`config.mk`:
```
export PLATFORM = sky130hd
export DESIGN_NAME = kts_sequencer
export DESIGN_NICKNAME = d
export VERILOG_FILES = /design/src/kts_sequencer.v /design/src/kts_trig_edge.v
export VERILOG_INCLUDE_DIRS = /design/src
export SDC_FILE = /design/constraint.sdc
export NUM_CORES = 1
export LEC_CHECK = 0
export BUFFER_PORTS_ARGS = -buffer_cell sky130_fd_sc_hd__buf_4
export CORE_MARGIN = 2
export CORE_UTILIZATION = 35
export CTS_CLUSTER_SIZE = 24
export DETAILED_ROUTE_END_ITERATION = 12
export SYNTH_ARGS = -nofsm -noshare
export SYNTH_HDL_FRONTEND = slang
export SYNTH_SLANG_ARGS = --single-unit
```
`constraint.sdc`:
```
create_clock -name core_clk -period 5.1 [get_ports core_clk]
set_clock_uncertainty 0.05 [all_clocks]
set_input_delay 0.51 -clock core_clk [delete_from_list [all_inputs] [get_ports core_clk]]
set_output_delay 0.51 -clock core_clk [all_outputs]
set_load 0.01 [all_outputs]
```
`src/kts_defines.vh`:
```
// Constants for the kinetics trigger sequencer
`ifndef KTS_DEFINES_VH
`define KTS_DEFINES_VH
// Trigger response modes
`define KTS_TRIG_NONE 3'h0
`define KTS_TRIG_SINGLE 3'h1
`define KTS_TRIG_READOUT 3'h2
`define KTS_TRIG_SHIFT 3'h3
`define KTS_TRIG_PULSE 3'h4
// Shutter modes
`define KTS_SHUT_NORMAL 2'h0
`define KTS_SHUT_CLOSED 2'h1
`define KTS_SHUT_OPEN 2'h2
`define KTS_SHUT_BEFORE 2'h3
// Register offsets
`define KTS_REG_CTRL 4'h0
`define KTS_REG_EXPOSE 4'h4
`define KTS_REG_SHIFT 4'h8
`define KTS_REG_FRAMES 4'hc
`define KTS_REG_READOUT 4'h1
`define KTS_REG_OPEN_DLY 4'h2
`define KTS_REG_STATUS 4'h3
// Control fields
`define KTS_CTRL_TRIG_LSB 0
`define KTS_CTRL_SHUT_LSB 4
`define KTS_CTRL_FALL_BIT 8
`define KTS_CTRL_START_BIT 9
`define KTS_CTRL_ABORT_BIT 10
// Reset values
`define KTS_EXPOSE_RST 16'h0064
`define KTS_SHIFT_RST 16'h0010
`define KTS_FRAMES_RST 8'h03
`define KTS_READOUT_RST 16'h0100
`define KTS_OPEN_DLY_RST 16'h0020
`endif

```
`src/kts_sequencer.v`:
```
// Kinetics acquisition sequencer driven by an external trigger
// Function
// Single-trigger mode: one trigger runs all exposures, shifts and readout.
// Every triggered mode accepts normal, closed, open and open-before shutter modes.
// Readout-per-trigger mode: one trigger launches the whole frame series. Here the start write launches it and triggers are ignored.
// Readout-per-trigger: on start, open shutter and expose; then trigger arrives.
// Readout-per-trigger: after series, close shutter, read out, become ready.
// Shift-per-trigger: shutter opens at start, before any trigger.
// Shift-per-trigger: each exposure-shift cycle starts on its own trigger.
// Shift-per-trigger: after final cycle close shutter, read out, then ready.
// Shift-per-trigger: shutter stays open; exposure equals trigger spacing.
// Expose-during-pulse: shutter opens on leading trigger edge.
// Expose-during-pulse: shutter closes on trailing edge; exposure spans pulse.
// Outside party budgets shutter opening and closing delays in pulse mode.
// Outside party should avoid normal shutter mode with kinetics triggering.
// Clean-until-trigger adds variable latency from trigger to sequence.
// Always-open keeps shutter open, no opening wait; always-closed for darks.
// No-response mode ignores triggers and runs acquisitions on its own.
// Edge select chooses rising or falling; falling inverts pulse exposure.
// Triggers arriving while busy are discarded.
// Always-closed keeps shutter output low; sequencing otherwise unchanged. Here the opening wait is also skipped in this mode.
//
// Added by the designer: the register offsets and the address-and-strobe port.
`timescale 1ns/100ps
`default_nettype none
`include "kts_defines.vh"
module kts_sequencer #(
  parameter CNT_W = 16,
  parameter FRM_W = 8
) (
  input wire core_clk,
  input wire rst_n,
  input wire [3:0] reg_addr,
  input wire [31:0] reg_wdata,
  input wire reg_wr,
  input wire reg_rd,
  output reg [31:0] reg_rdata,
  input wire trig_in,
  input wire clean_until_trig,
  output reg shutter_open,
  output reg exposing,
  output reg shifting,
  output reg reading_out,
  output reg busy,
  output reg wait_trig
);
  localparam ST_IDLE = 3'h0;
  localparam ST_OPEN = 3'h1;
  localparam ST_WAIT = 3'h2;
  localparam ST_EXPOSE = 3'h3;
  localparam ST_SHIFT = 3'h4;
  localparam ST_READ = 3'h5;
  localparam ST_CLEAN = 3'h6;

  reg [2:0] trig_mode_q;
  reg [1:0] shut_mode_q;
  reg fall_sel_q;
  reg [CNT_W-1:0] expose_q;
  reg [CNT_W-1:0] shift_q;
  reg [FRM_W-1:0] frames_q;
  reg [CNT_W-1:0] readout_q;
  reg [CNT_W-1:0] open_dly_q;
  reg [2:0] state_q;
  reg [CNT_W-1:0] cnt_q;
  reg [FRM_W-1:0] frm_q;
  reg fired_q;
  reg clean_q;
  reg [3:0] jit_q;
  reg done_q;

  wire act_edge;
  wire inact_edge;
  wire trig_lvl;
  kts_trig_edge u_edge (
    .core_clk(core_clk),
    .rst_n(rst_n),
    .trig_in(trig_in),
    .fall_sel(fall_sel_q),
    .active_edge(act_edge),
    .inactive_edge(inact_edge),
    .trig_level(trig_lvl)
  );

  wire wr_ctrl = reg_wr && (reg_addr == `KTS_REG_CTRL);
  wire start = wr_ctrl && reg_wdata[`KTS_CTRL_START_BIT] && (state_q == ST_IDLE);
  wire abort = wr_ctrl && reg_wdata[`KTS_CTRL_ABORT_BIT];
  wire last_frm = (frm_q == frames_q - {{(FRM_W-1){1'b0}}, 1'b1}) || (frames_q == {FRM_W{1'b0}});
  wire cnt_done = (cnt_q == {CNT_W{1'b0}});
  wire no_trig = (trig_mode_q == `KTS_TRIG_NONE);

  // Configuration is frozen while a series runs
  always @(posedge core_clk or negedge rst_n) begin
    if (!rst_n) begin
      trig_mode_q <= `KTS_TRIG_NONE;
      shut_mode_q <= `KTS_SHUT_CLOSED;
      fall_sel_q <= 1'b0;
      expose_q <= `KTS_EXPOSE_RST;
      shift_q <= `KTS_SHIFT_RST;
      frames_q <= `KTS_FRAMES_RST;
      readout_q <= `KTS_READOUT_RST;
      open_dly_q <= `KTS_OPEN_DLY_RST;
    end else if (reg_wr && state_q == ST_IDLE) begin
      case (reg_addr)
        `KTS_REG_CTRL: begin
          trig_mode_q <= reg_wdata[`KTS_CTRL_TRIG_LSB +: 3];
          shut_mode_q <= reg_wdata[`KTS_CTRL_SHUT_LSB +: 2];
          fall_sel_q <= reg_wdata[`KTS_CTRL_FALL_BIT];
        end
        `KTS_REG_EXPOSE: expose_q <= reg_wdata[CNT_W-1:0];
        `KTS_REG_SHIFT: shift_q <= reg_wdata[CNT_W-1:0];
        `KTS_REG_FRAMES: frames_q <= reg_wdata[FRM_W-1:0];
        `KTS_REG_READOUT: readout_q <= reg_wdata[CNT_W-1:0];
        `KTS_REG_OPEN_DLY: open_dly_q <= reg_wdata[CNT_W-1:0];
        default: ;
      endcase
    end
  end

  always @(posedge core_clk or negedge rst_n) begin
    if (!rst_n) begin
      reg_rdata <= 32'h0000_0000;
    end else if (reg_rd) begin
      case (reg_addr)
        `KTS_REG_CTRL: reg_rdata <= {23'h000000, fall_sel_q, 2'h0, shut_mode_q, 1'b0, trig_mode_q};
        `KTS_REG_EXPOSE: reg_rdata <= {{(32-CNT_W){1'b0}}, expose_q};
        `KTS_REG_SHIFT: reg_rdata <= {{(32-CNT_W){1'b0}}, shift_q};
        `KTS_REG_FRAMES: reg_rdata <= {{(32-FRM_W){1'b0}}, frames_q};
        `KTS_REG_READOUT: reg_rdata <= {{(32-CNT_W){1'b0}}, readout_q};
        `KTS_REG_OPEN_DLY: reg_rdata <= {{(32-CNT_W){1'b0}}, open_dly_q};
        `KTS_REG_STATUS: reg_rdata <= {{(24-FRM_W){1'b0}}, frm_q, 3'h0, done_q, 1'b0, state_q};
        default: reg_rdata <= 32'h0000_0000;
      endcase
    end else begin
      reg_rdata <= 32'h0000_0000;
    end
  end

  // Shutter needs an opening wait except always-open and always-closed
  wire need_open = (shut_mode_q == `KTS_SHUT_NORMAL) || (shut_mode_q == `KTS_SHUT_BEFORE);
  wire [CNT_W-1:0] open_cnt = need_open ? open_dly_q : {CNT_W{1'b0}};

  // Main sequencer
  always @(posedge core_clk or negedge rst_n) begin
    if (!rst_n) begin
      state_q <= ST_IDLE;
      cnt_q <= {CNT_W{1'b0}};
      frm_q <= {FRM_W{1'b0}};
      fired_q <= 1'b0;
      clean_q <= 1'b0;
      jit_q <= 4'h0;
      done_q <= 1'b0;
    end else if (abort) begin
      state_q <= ST_IDLE;
      fired_q <= 1'b0;
    end else begin
      jit_q <= jit_q + 4'h1;
      case (state_q)
        ST_IDLE: begin
          if (start) begin
            done_q <= 1'b0;
            frm_q <= {FRM_W{1'b0}};
            fired_q <= 1'b0;
            clean_q <= clean_until_trig;
            // Pulse and single modes go to ST_WAIT at start; others open the shutter ahead of trigger
            if (trig_mode_q == `KTS_TRIG_PULSE || trig_mode_q == `KTS_TRIG_SINGLE) begin
              state_q <= ST_WAIT;
            end else begin
              state_q <= ST_OPEN;
              cnt_q <= open_cnt;
            end
          end
        end
        ST_OPEN: begin
          if (cnt_done) begin
            // A fired single trigger carries the whole series on its own
            if (no_trig || trig_mode_q == `KTS_TRIG_READOUT || fired_q) begin
              state_q <= ST_EXPOSE;
              cnt_q <= expose_q;
            end else begin
              state_q <= ST_WAIT;
            end
          end else begin
            cnt_q <= cnt_q - {{(CNT_W-1){1'b0}}, 1'b1};
          end
        end
        ST_WAIT: begin
          if (act_edge) begin
            // Cleaning is ended on a free-running phase, giving jitter
            if (clean_q) begin
              state_q <= ST_CLEAN;
              cnt_q <= {{(CNT_W-4){1'b0}}, jit_q};
            end else if (trig_mode_q == `KTS_TRIG_PULSE) begin
              state_q <= ST_EXPOSE;
            end else if (trig_mode_q == `KTS_TRIG_SINGLE) begin
              state_q <= ST_OPEN;
              cnt_q <= open_cnt;
              fired_q <= 1'b1;
            end else begin
              state_q <= ST_SHIFT;
              cnt_q <= shift_q;
            end
          end
        end
        ST_CLEAN: begin
          if (cnt_done) begin
            clean_q <= 1'b0;
            if (trig_mode_q == `KTS_TRIG_PULSE) begin
              state_q <= trig_lvl ? ST_EXPOSE : ST_SHIFT;
              cnt_q <= shift_q;
            end else if (trig_mode_q == `KTS_TRIG_SHIFT) begin
              state_q <= ST_SHIFT;
              cnt_q <= shift_q;
            end else begin
              state_q <= ST_OPEN;
              cnt_q <= open_cnt;
              fired_q <= 1'b1;
            end
          end else begin
            cnt_q <= cnt_q - {{(CNT_W-1){1'b0}}, 1'b1};
          end
        end
        ST_EXPOSE: begin
          if (trig_mode_q == `KTS_TRIG_PULSE) begin
            if (inact_edge) begin
              state_q <= ST_SHIFT;
              cnt_q <= shift_q;
            end
          end else if (cnt_done) begin
            state_q <= ST_SHIFT;
            cnt_q <= shift_q;
          end else begin
            cnt_q <= cnt_q - {{(CNT_W-1){1'b0}}, 1'b1};
          end
        end
        ST_SHIFT: begin
          if (cnt_done) begin
            if (last_frm) begin
              state_q <= ST_READ;
              cnt_q <= readout_q;
            end else begin
              frm_q <= frm_q + {{(FRM_W-1){1'b0}}, 1'b1};
              // Only shift and pulse modes wait for a later trigger in a series; the others ignore later triggers
              if (trig_mode_q == `KTS_TRIG_SHIFT || trig_mode_q == `KTS_TRIG_PULSE) begin
                state_q <= ST_WAIT;
              end else begin
                state_q <= ST_EXPOSE;
                cnt_q <= expose_q;
              end
            end
          end else begin
            cnt_q <= cnt_q - {{(CNT_W-1){1'b0}}, 1'b1};
          end
        end
        ST_READ: begin
          if (cnt_done) begin
            state_q <= ST_IDLE;
            done_q <= 1'b1;
            fired_q <= 1'b0;
          end else begin
            cnt_q <= cnt_q - {{(CNT_W-1){1'b0}}, 1'b1};
          end
        end
        default: state_q <= ST_IDLE;
      endcase
    end
  end

  // Readout-per-trigger never enters ST_WAIT; the start write alone runs its whole series
  // Triggers outside ST_WAIT are ignored by construction
  wire ext_shut = (state_q == ST_OPEN) || (state_q == ST_EXPOSE) || (state_q == ST_SHIFT) ||
                  (state_q == ST_WAIT && (trig_mode_q == `KTS_TRIG_SHIFT ||
                   shut_mode_q == `KTS_SHUT_BEFORE)) ||
                  (state_q == ST_CLEAN && trig_mode_q == `KTS_TRIG_SHIFT);

  // Outputs
  always @(posedge core_clk or negedge rst_n) begin
    if (!rst_n) begin
      shutter_open <= 1'b0;
      exposing <= 1'b0;
      shifting <= 1'b0;
      reading_out <= 1'b0;
      busy <= 1'b0;
      wait_trig <= 1'b0;
    end else begin
      case (shut_mode_q)
        `KTS_SHUT_CLOSED: shutter_open <= 1'b0;
        `KTS_SHUT_OPEN: shutter_open <= 1'b1;
        default: shutter_open <= ext_shut && (state_q != ST_READ) &&
                   !(trig_mode_q == `KTS_TRIG_PULSE && state_q == ST_SHIFT);
      endcase
      exposing <= (state_q == ST_EXPOSE);
      shifting <= (state_q == ST_SHIFT);
      reading_out <= (state_q == ST_READ);
      busy <= (state_q != ST_IDLE) && (state_q != ST_WAIT);
      wait_trig <= (state_q == ST_WAIT);
    end
  end
endmodule
`default_nettype wire

```
`src/kts_trig_edge.v`:
```
// Trigger edge detector with selectable active polarity
`timescale 1ns/100ps
`default_nettype none
module kts_trig_edge (
  input wire core_clk,
  input wire rst_n,
  input wire trig_in,
  input wire fall_sel,
  output wire active_edge,
  output wire inactive_edge,
  output wire trig_level
);
  reg prev_q;
  always @(posedge core_clk or negedge rst_n) begin
    if (!rst_n) begin
      prev_q <= 1'b0;
    end else begin
      prev_q <= trig_in;
    end
  end
  wire rise = trig_in & ~prev_q;
  wire fall = ~trig_in & prev_q;
  assign active_edge = fall_sel ? fall : rise;
  assign inactive_edge = fall_sel ? rise : fall;
  assign trig_level = fall_sel ? ~trig_in : trig_in;
endmodule
`default_nettype wire

```
* After elaboration in Yosys (flattened, before gate mapping)
Cells that the tools add are included.
Widths: inputs -> output; s select.
** Cells by class
- $add $sub $neg :: 4
- Equal/unequal tests :: 47
- Multiplexer cells :: 66
- Bitwise logic cells :: 5
- Reductions and logical operators :: 47
** Operators with widths (number)
- $mux 16 :: 19
- $pmux 16 s7 :: 2
- $mux 3 :: 17
- $ne 3x3->1 const B :: 15
- $mux 32 :: 1
- $mux 8 :: 3
- $pmux 3 s7 :: 1
- $reduce_and 10->1 :: 2
- $mux 1 :: 17
- $logic_not 16->1 :: 1
- $ne 2x2->1 const B :: 8
- $pmux 8 s2 :: 1
- $sub 16x1->16 const B :: 1
- $eq 3x2->1 const B :: 4
- $eq 3x3->1 const B :: 4
- $ne 4x4->1 const B :: 3
- $reduce_and 2->1 :: 6
- $logic_and 1x1->1 :: 11
- $logic_or 1x1->1 :: 11
- $add 8x1->8 const B :: 1
- $eq 4x2->1 const B :: 2
- $eq 4x4->1 const B :: 2
- $eq 8x8->1 :: 1
- $logic_not 8->1 :: 1
- other kinds (24) :: 35
** Storage, ports and cells
- Register bits after elaboration :: 151
- Bits of input ports :: 42
- Output and inout bits :: 38

* Longest topological paths before layout
Gate-level depths: netlist of the first run.
- Depth in word-level cells :: 8
- Depth in mapped cells :: 12
- Gate-level depth less buffers :: 10

* By module
A second synthesis of the first run with hierarchy kept.
** Unflattened totals
- Cell total of the unflattened synthesis :: 951
- Area, all modules :: 8852.2 µm²
** By module, submodules not included
- kts_sequencer :: instances 1, cells an instance 945, area each 8784.7 µm², sequential area each 3364.5 µm²
- kts_trig_edge :: instances 1, cells an instance 6, area each 67.6 µm², sequential area each 25.0 µm²

* Least setup slack after synthesis of the first run
OpenSTA, ideal clock, no wires.
- Kind :: register to register
- From :: reg frames_q[0]
- To :: reg cnt_q[9]
- Setup time :: 0.130 ns
- Data arrival time :: 2.681 ns
- Slack :: 2.239 ns
- Stages on the path, launching flop included :: 13
- Buffers on the path :: 3
- Path through :: dfstp_2 -> clkbuf_2 -> inv_1 -> ha_1 -> xor2_1 -> nand4_1 -> or4_1 -> buf_2 -> and2_4 -> buf_6 -> mux2_4 -> o211ai_1 -> a31oi_1
** Between the ends
- Cells in the longest elaborated chain, start to end :: 6
- Elaborated cells between the ends (all ways) :: 9
- Those cells by class :: add/sub: 1; eq/ne: 2; mux: 3; reduce/logical: 3
** Ends and longest elaborated chain
- start, declared :: line kts_sequencer.v:60 : reg [FRM_W-1:0] frames_q;
- start signal, assigned :: line kts_sequencer.v:99 : frames_q <= `KTS_FRAMES_RST;
- start signal, assigned :: line kts_sequencer.v:111 : `KTS_REG_FRAMES: frames_q <= reg_wdata[FRM_W-1:0];
- $sub 8x1->8 :: line kts_sequencer.v:87 : wire last_frm = (frm_q == frames_q - {{(FRM_W-1){1'b0}}, 1'b1}) || (frames_q == {FRM_W{1'b0}});
- $eq 8x8->1 :: line kts_sequencer.v:87
- $logic_or 1x1->1 * :: line kts_sequencer.v:87
- $mux 16 :: line kts_sequencer.v:237 : if (last_frm) begin
- $mux 16 :: line kts_sequencer.v:236 : if (cnt_done) begin
- $pmux 16 s7 :: line kts_sequencer.v:157 : case (state_q)
- end signal, assigned :: line kts_sequencer.v:169 : cnt_q <= open_cnt;
- end signal, assigned :: line kts_sequencer.v:239 : cnt_q <= readout_q;
- end signal, assigned :: line kts_sequencer.v:247 : cnt_q <= expose_q;
- end, declared :: line kts_sequencer.v:64 : reg [CNT_W-1:0] cnt_q;
Every way passes the cells marked *; elsewhere a longest branch is shown, timed or not.
A chain may end at the register's enable or synchronous reset.

* Final worst setup path of the first run
- From :: reg frames_q[0]
- To :: reg cnt_q[11]
Same word-level chain as after synthesis.

==> results of run 1 <==
-- cells in the final DEF, fill, tap and decap left out, drive strengths merged, types with 10 or more instances in the layout --
cell type / n
o21ai: 50
a222oi: 19
buf: 67
mux2: 87
clkbuf: 19
nor2: 77
nand3: 31
inv: 17
conb: 16
nand2: 72
o211ai: 12
nor3: 14
nand4: 10
a31oi: 20
and3: 11
xnor2: 14
dfrtp: 126
a22oi: 24
xor2: 20
a21oi: 71
-- worst max path at each step --
stage | from | slack (ns) | cells past startpoint | end
floorplan | frames_q[0] | 2.24 | 12 | cnt_q[9]
global placement | reg_addr[1] | 1.59 | 10 | cnt_q[1]
detailed placement | reg_addr[1] | 1.55 | 10 | cnt_q[1]
CTS | frames_q[0] | 1.80 | 9 | cnt_q[13]
global route | cnt_q[2] | 1.50 | 9 | cnt_q[0]
finish | frames_q[0] | 1.74 | 9 | cnt_q[11]
-- kinds of logic after synthesis --
logic type / share of synthesized area, %
AOI/OAI and AO/OA: 21.1
xor gates and xnor gates: 3.55
adders and majority gates: 1.19
buffers and inverters: 5.10
DFF: 40.4
muxes: 12.7
other: 0.0447
and+or+nand+nor: 16.0
-- layout make-up --
class	instances	area (sq um)	share of cell area, %
clock buffer	19	453	4.74
clock inverter	13	121	1.27
inverter	14	52.6	0.550
multi-input combinational	685	4640	48.5
sequential	135	3390	35.5
tap	319	399	4.18
timing repair buffer	67	507	5.30
-- layer usage --
| metal | track usage [%] | vias to the layer above | wire length (um) |
|---|---|---|---|
| li1 | - | 3379 | - |
| met1 | 30.0 | 3661 | 12100 |
| met2 | 33.7 | 410 | 12600 |
| met3 | 4.39 | 78 | 2240 |
| met4 | 9.96 | 0 | 1110 |
| met5 | 0 | - | 0 |
-- report_power, final --
part | total, mW | internal (mW) | switching, mW
Clock | 1.21 | 0.700 | 0.511
Sequential | 1.97 | 1.45 | 0.514
Combinational | 2.71 | 1.10 | 1.61
-- per-stage QoR --
stage,hold slack [ns],cell area [sq um],total power [mW],util [%]
after detailed placement,0.443,8980,4.59,38.2
final,0.106,9560,5.89,40.6
after floorplan,0.164,8450,3.75,-
after CTS,0.149,9560,5.81,40.6
after global routing,0.166,9560,6.23,40.6
after global placement,0.434,8980,4.56,38.2
-- sequential cells by signal (all words and copies together), names as in the netlist, 2 cells and up --
name,cells
state_q,3
shut_mode_q,2
frames_q,8
trig_mode_q,3
shift_q,16
cnt_q,16
reg_rdata,16
frm_q,8
open_dly_q,16
expose_q,16
readout_q,16
jit_q,4
==> impl_metrics.tcl, run 1 <==
set metrics [dict create \
    status "finished clean" \
    antenna_found_initial 0 \
    tritoncts "yes" \
    syn-instance-count 896 \
    ys_warn_count 0 \
    max-vdd-ir-drop_v 0.000271 \
    clock_sinks 135 \
    grt_start_max_net_pins 88 \
    required_ns 5.36 \
    critPathKind "reg2reg" \
    p_per_area_nw_per_um2 616 \
    vias 7528 \
    final_antenna_net_count 0 \
    synth_most_common_cell "dfrtp_1" \
    cts_root_buf "clkbuf_16" \
    yosys.area.top_type "dfrtp_1" \
    setup_violations 0 \
    endpoint_kind "flip-flop" \
    fin_nets 970 \
    synth-main-ff-cell "dfrtp_1" \
    gp_congestion 0.928 \
    syn_area_sq_um 8400 \
    slew_viol_final 0 \
    initial_core_util_pct 35.7 \
    drive_gt1_share_pct 23.2 \
    gr-total-overflow 0 \
    fmax_ghz 0.298 \
    synth_area_leaders "dfrtp_1, mux2_2, a21oi_1, nor2_1, nand2_1" \
    routed_wl_mm 28.0 \
    numCtsBuffers 17 \
    drt_first_iter_violations 852 \
    grt_usage_pct 22.0 \
    vias_per_cell 6.01 \
    synth_top_area_share_pct 37.5 \
    arrival_ns 3.62 \
    crit_path_start_kind "flip-flop" \
    dr.pass1.iters 9 \
    die_area_sq_um 25200 \
    io_buffers 47 \
    dp_hpwl_mm 19.7 \
    cpPeakStageDelay_ns 0.76 \
    reg2reg_from "frames_q[0]" \
    cts_resized 0 \
    postCtsSetupRepairBufs 0 \
    rsz0062_at_grt "no" \
    slew_headroom_pct 21.0 \
    leakage_nw 4.09 \
    post-place-ws_ns 1.55 \
    min_path_type "in2async" \
    core_region_area_sq_um 23500 \
    final_cells 1252 \
    async_reset_ff_share_pct 100 \
    diodes 0 \
    clk_latency_ns 0.43 \
    r2r_slack_ns 1.74 \
    drc 0 \
    place_inst 1220 \
    grt_pass1_wl_mm 42.9 \
    tns_ns 0 \
    rr_endpoint "cnt_q[11]" \
    grt_pass1_vias 7063 \
    cts_hold_buf 0 \
    area_delta_synth_final_pct 13.8 \
    die_w_um 159 \
    die_h_um 159 \
    clockBufferDepth 2 \
    post_drt_wl_per_cell_um 22.4 \
    fin_crit_ns 3.36 \
    critPathTopFamily "simple AND/OR/NAND/NOR gates" \
    max_cap_viol_count 0 \
    crit_buf_inv 1 \
    ys_top_cells_by_count "dfrtp_1, mux2_2, nor2_1" \
    num_rows 56 \
    synth_cell_types 75 \
    fin_ws_ns 1.74 \
    worst-slew-pin-transition_ns 1.18 \
    synth-seq-cells 135 \
    cp_slowest_cell "or4_1" \
    io_pins 80 \
    fill_cells 2347 \
    cp_max_fo 11 \
    avgSynthCellArea_sq_um 9.37 \
    cts.htree.levels 4 \
    cp_cell_sequence "inv_1 -> ha_1 -> xor2_1 -> nand4_1 -> or4_1 -> nand2_1 -> mux2i_1 -> o21ai_0 -> a31o_2" \
    ys_seq_area_share_pct 40.4 \
    layout_worst_path_cycle_share_pct 65.9 \
    cts.clk_slew.worst_paths_ns 0.06 \
    synth-edff-count 0 \
    rr_worst_depth 9 \
    finalHoldViolations 0 \
]
Note: power is estimated with default switching activity, not from simulation.
==> inputs of run 2 (changes only) <==
==> constraint.sdc (replaced) <==
create_clock -name core_clk -period 3 [get_ports core_clk]
set_clock_uncertainty 0.05 [all_clocks]
set_input_delay 0.3 -clock core_clk [delete_from_list [all_inputs] [get_ports core_clk]]
set_output_delay 0.3 -clock core_clk [all_outputs]
set_load 0.01 [all_outputs]
==> run 2 against run 1 <==
Compared with the run above: global-route usage rose by 1.2 points; maximum frequency rose by 20%; worst hold slack got worse by 0.022 ns; non-clock buffer count rose by 58; sequential share of layout area fell by 2.0 points; power rose by 81%; die area did not move; setup slack got worse by 1.5 ns; critical path depth rose by 1; sequential power rose by 67%; critical endpoint is now cnt_q[1].
==> impl_metrics.tcl, run 2 (same netlist as run 1, synthesis figures left out) <==
set metrics [dict create \
    critPathKind "reg2reg" \
    status "finished clean" \
    holdPathEnd "readout_q[13]" \
    combPwrFrac_pct 48.3 \
    clk_latency_ns 0.43 \
    diodes 0 \
    seq_power_share_pct 30.8 \
    cp_max_fo 4 \
    antenna_found_initial 0 \
    grt_start_max_net_pins 57 \
    io_buffers 47 \
    place_inst 1275 \
    die_area_sq_um 25200 \
    routed_wl_mm 29.2 \
    arrival_ns 3.07 \
    final_antenna_net_count 0 \
    required_ns 3.28 \
    grt_usage_pct 23.2 \
    rr_endpoint "cnt_q[1]" \
    io_pins 80 \
    max-vdd-ir-drop_v 0.000700 \
    gp_congestion 0.937 \
    p_int_mw 6.09 \
    layout_common_cells "dfrtp_1, buf_4, mux2_2, nor2_1, nand2_1" \
    rr_worst_depth 10 \
    r2r_slack_ns 0.21 \
    post_drt_wl_per_cell_um 22.3 \
    drive_gt1_share_pct 27.5 \
    layout_worst_path_cycle_share_pct 92.9 \
    p_per_area_nw_per_um2 1050 \
    clock_power_share_pct 21.0 \
    die_w_um 159 \
    vias_per_cell 5.89 \
    crit_path_start_kind "flip-flop" \
    numCtsBuffers 17 \
    initial_core_util_pct 35.7 \
    slew_viol_final 0 \
    drt_first_iter_violations 907 \
    drc 0 \
    layout_commonest_cell "dfrtp_1" \
    fin_ws_ns 0.213 \
    grt_pass1_wl_mm 45.5 \
    min_path_type "in2reg" \
    core_region_area_sq_um 23500 \
    rsz0062_at_grt "no" \
    cts.htree.levels 4 \
    setup_violations 0 \
    die_h_um 159 \
    slew_headroom_pct 58.1 \
    area_delta_synth_final_pct 20.5 \
    power.switching_mw 4.59 \
    cts_root_buf "clkbuf_16" \
    num_rows 56 \
    clock_sinks 135 \
    max_cap_viol_count 0 \
    fin_crit_ns 2.79 \
    hp-start "reg_wdata[13]" \
    clockBufferDepth 2 \
    grt_pass1_vias 7464 \
    worst-slew-pin-transition_ns 0.628 \
    dp_hpwl_mm 21.8 \
    finalHoldViolations 0 \
    swShare_pct 43.0 \
    fmax_ghz 0.359 \
    post-place-ws_ns 0.0877 \
    vias 7722 \
    endpoint_kind "flip-flop" \
    tns_ns 0 \
    reg2reg_from "frames_q[0]" \
    cts.clk_slew.worst_paths_ns 0.06 \
    placed_cell_area_sq_um 9460 \
    final_cells 1310 \
    whs_ns 0.0839 \
    gr-total-overflow 0 \
    fin_nets 1028 \
    dr.pass1.iters 6 \
    leakage_nw 4.43 \
    tritoncts "yes" \
    whs_path_depth 2 \
    final_cell_area_sq_um 10100 \
]
-- run 2: layout make-up --
type | count | area (sq um)
Fill cell | 2299 | 13400
Multi-Input combinational cell | 685 | 4650
Sequential cell | 135 | 3390
Timing Repair Buffer | 125 | 1010
Clock buffer | 21 | 460
Tap cell | 319 | 399
Clock inverter | 11 | 161
Inverter | 14 | 52.6
-- run 2: worst max path at each step --
stage	start	end	cells past startpoint
CTS	frames_q[0]	cnt_q[14]	9
detailed placement	frames_q[0]	cnt_q[14]	9
global placement	frames_q[0]	cnt_q[14]	9
global route	cnt_q[1]	cnt_q[3]	13
floorplan	frames_q[0]	cnt_q[9]	12
finish	frames_q[0]	cnt_q[1]	10
-- run 2: what timing repair did --
action	4_1_cts	5_1_grt
setup endpoints to repair	0	6
resized for setup	0	4
buffers inserted	0	1
hold buffers	2	0
endpoints found under the hold margin	45	0
-- run 2: critical path, cell delays in order (launching register included) --
cell	delay, ns
dfstp_2	0.53
inv_1	0.05
ha_1	0.30
xor2_1	0.14
nand4_1	0.09
or4_4	0.58
buf_4	0.18
a21oi_2	0.19
nand2_1	0.20
a211o_1	0.28
o211ai_1	0.11
-- run 2: stage by stage --
step                utilization [%]  power (mW)
floorplan                         -        6.38
global placement               40.2        8.23
detailed placement             40.2        8.29
CTS                            42.9        10.6
global route                   43.0        11.3
finish                         43.0        10.7
-- run 2: per-layer routing --
metal | track usage (%) | vias to the layer above | wire length [um]
li1 | - | 3484 | -
met1 | 31.6 | 3808 | 12800
met2 | 37.3 | 373 | 13500
met3 | 3.84 | 57 | 2070
met4 | 8.22 | 0 | 809
met5 | 0 | - | 0
-- run 2: power by group through the flow --
stage	Clock, mW	Sequential [mW]	Combinational, mW
floorplan	0	2.96	3.42
global placement	0	3.25	4.98
detailed placement	0	3.28	5.02
CTS	2.27	3.25	5.04
global route	2.36	3.37	5.62
finish	2.24	3.29	5.15
==> inputs of run 3 (changes only) <==
--- a/config.mk
+++ b/config.mk
@@ -13,4 +13,5 @@
 export DETAILED_ROUTE_END_ITERATION = 12
 export SYNTH_ARGS = -nofsm -noshare
 export SYNTH_HDL_FRONTEND = slang
+export SYNTH_HIERARCHICAL = 1
 export SYNTH_SLANG_ARGS = --single-unit
==> run 3 against run 2 <==
Compared with the run above: sequential power is 3% higher; combinational power increased by 7.4%; critical path depth did not move; maximum frequency fell by 2.7%; clock power barely moved; die area up 5.3%.
==> impl_metrics.tcl, run 3 <==
set metrics [dict create \
    gp_congestion 0.986 \
    syn_area_sq_um 8850 \
    ys_top_cells_by_count "dfrtp_1, a21oi_1, nand2_1" \
    crit_buf_inv 2 \
    ys_seq_area_share_pct 38.3 \
    io_buffers 47 \
    final_cells 1378 \
    die_area_sq_um 26600 \
    cpPeakStageDelay_ns 0.57 \
    synth_area_leaders "dfrtp_1, mux2_2, a21oi_1, nand2_1, nor2_1" \
    vias_per_cell 6.16 \
    crit_path_start_kind "flip-flop" \
    io_pins 80 \
    die_h_um 163 \
    clock_sinks 135 \
    cpMostUsedCell "nor2_1" \
    critPathTopFamily "simple AND/OR/NAND/NOR gates" \
    synth-compound-area-share_pct 23.6 \
    drive_gt1_share_pct 26.5 \
    dp_hpwl_mm 23.6 \
    cp_max_fo 9 \
    synth_top_family_by_area "compound AO/OA/AOI/OAI gates" \
    tritoncts "yes" \
    initial_core_util_pct 35.4 \
    cts.htree.levels 4 \
    grt_pass1_vias 7966 \
    drt_first_iter_violations 1067 \
    setup_violations 0 \
    fill_cells 2442 \
    routed_wl_mm 31.7 \
    place_inst 1342 \
    core_region_area_sq_um 25000 \
    gr-total-overflow 0 \
    antenna_found_initial 0 \
    arrival_ns 3.11 \
    syn-instance-count 951 \
    synth_top_area_share_pct 35.6 \
    critPathKind "reg2reg" \
    cts.clk_slew.worst_paths_ns 0.06 \
    fin_nets 1085 \
    grt_usage_pct 24.1 \
    synth-edff-count 0 \
    diodes 0 \
    rsz0062_at_grt "no" \
    grt_start_max_net_pins 75 \
    synthAdderAreaFrac_pct 1.13 \
    num_rows 58 \
    layout_worst_path_cycle_share_pct 95.5 \
    max_cap_viol_count 0 \
    die_w_um 163 \
    synth_cell_types 81 \
    min_path_type "in2reg" \
    drc 0 \
    endpoint_kind "flip-flop" \
    numCtsBuffers 17 \
    synth-xor-area-share_pct 2.66 \
    ys_warn_count 6 \
    clockBufferDepth 2 \
    max-vdd-ir-drop_v 0.000503 \
    cts_root_buf "clkbuf_16" \
    synth-main-ff-cell "dfrtp_1" \
    leakage_nw 4.46 \
    async_reset_ff_share_pct 100 \
    required_ns 3.24 \
    yosys.area.top_type "dfrtp_1" \
    status "finished clean" \
    synth_most_common_cell "dfrtp_1" \
    avgSynthCellArea_sq_um 9.31 \
    p_per_area_nw_per_um2 1050 \
    worst-slew-pin-transition_ns 0.805 \
    fmax_ghz 0.349 \
    cp_cell_sequence "inv_1 -> ha_1 -> nor4b_1 -> and4_2 -> buf_4 -> nor2_1 -> nor2_1 -> a21oi_1 -> nor4_1 -> o31ai_1" \
    vias 8487 \
    tns_ns 0 \
    slew_headroom_pct 46.3 \
    post_drt_wl_per_cell_um 23.0 \
    clk_latency_ns 0.43 \
    synth-seq-cells 135 \
    layout_common_cells "dfrtp_1, buf_4, a21oi_1, nand2_1, mux2_2" \
    dr.pass1.iters 7 \
    grt_pass1_wl_mm 48.7 \
    cp_slowest_cell "nor4_1" \
    fin_crit_ns 2.87 \
    finalHoldViolations 0 \
    area_delta_synth_final_pct 19.4 \
    synth.area.mux_share_pct 11.8 \
    final_antenna_net_count 0 \
    yosys.area_share.simple_pct 17.1 \
    slew_viol_final 0 \
    r2r_slack_ns 0.13 \
]
==> run 3: cell type report <==
class                      count  area [sq um]  area share, %
inverter                      16          60.1          0.568
sequential                   135          3390           32.1
clock buffer                  20           447           4.22
multi-input combinational    732          5040           47.7
clock inverter                12           166           1.57
timing repair buffer         133          1050           9.96
tap                          330           413           3.91
==> run 3: worst paths after layout <==
check / startpoint / end / depth (start not counted)
setup / recovery: cnt_q[0] / cnt_q[12] / 10
hold / removal: reg_wdata[15] / expose_q[15] / 2
setup reg to reg: cnt_q[0] / cnt_q[12] / 10
hold reg to reg: jit_q[3] / jit_q[3] / 1
max in group asynchronous: rst_n / expose_q[2] / 3
min in group asynchronous: rst_n / readout_q[12] / 2
==> run 3: kinds of logic after synthesis <==
kind of cell / after synthesis
multiplexers: 94
other: 1
flip-flops: 135
AO/OA/AOI/OAI: 302
buffers and inverters: 99
XOR/XNOR: 26
AND/OR/NAND/NOR: 286
adder cells (fa/ha/maj): 8
==> run 3: repair_timing <==
item,4_1_cts,5_1_grt
setup buffers,0,1
endpoints found under the hold margin,70,0
endpoints found under the setup margin,0,15
hold buffers,2,0
gates resized for setup,0,2
==> run 3: where the power goes <==
part           internal (mW)  switching (mW)  total [mW]
sequential              2.46           0.926        3.39
combinational           2.29            3.23        5.53
clock                   1.34           0.863        2.21
total                   6.10            5.02        11.1
==> run 3: through the flow <==
step | hold WS (ns) | setup WS, ns | utilization, % | area, sq um | power [mW]
6_report | 0.0793 | 0.135 | 42.2 | 10600 | 11.1
5_1_grt | 0.0783 | 0.0247 | 42.2 | 10600 | 11.7
4_1_cts | 0.0711 | 0.0782 | 42.1 | 10500 | 10.9
3_5_place_dp | 0.323 | 0.0984 | 39.6 | 9900 | 8.71
3_3_place_gp | 0.325 | 0.139 | 39.6 | 9900 | 8.66
2_1_floorplan | -0.0456 | 0.210 | - | 8910 | 6.72
==> run 3: layer usage <==
layer | global-route usage [%] | routed length (um) | part of all wire [%] | vias to the layer above
met5 | 0 | 0 | 0 | -
met4 | 6.40 | 812 | 2.6 | 0
met3 | 3.61 | 2970 | 9.4 | 62
met2 | 39.0 | 14500 | 46 | 504
met1 | 33.9 | 13400 | 42 | 4177
li1 | - | - | - | 3744
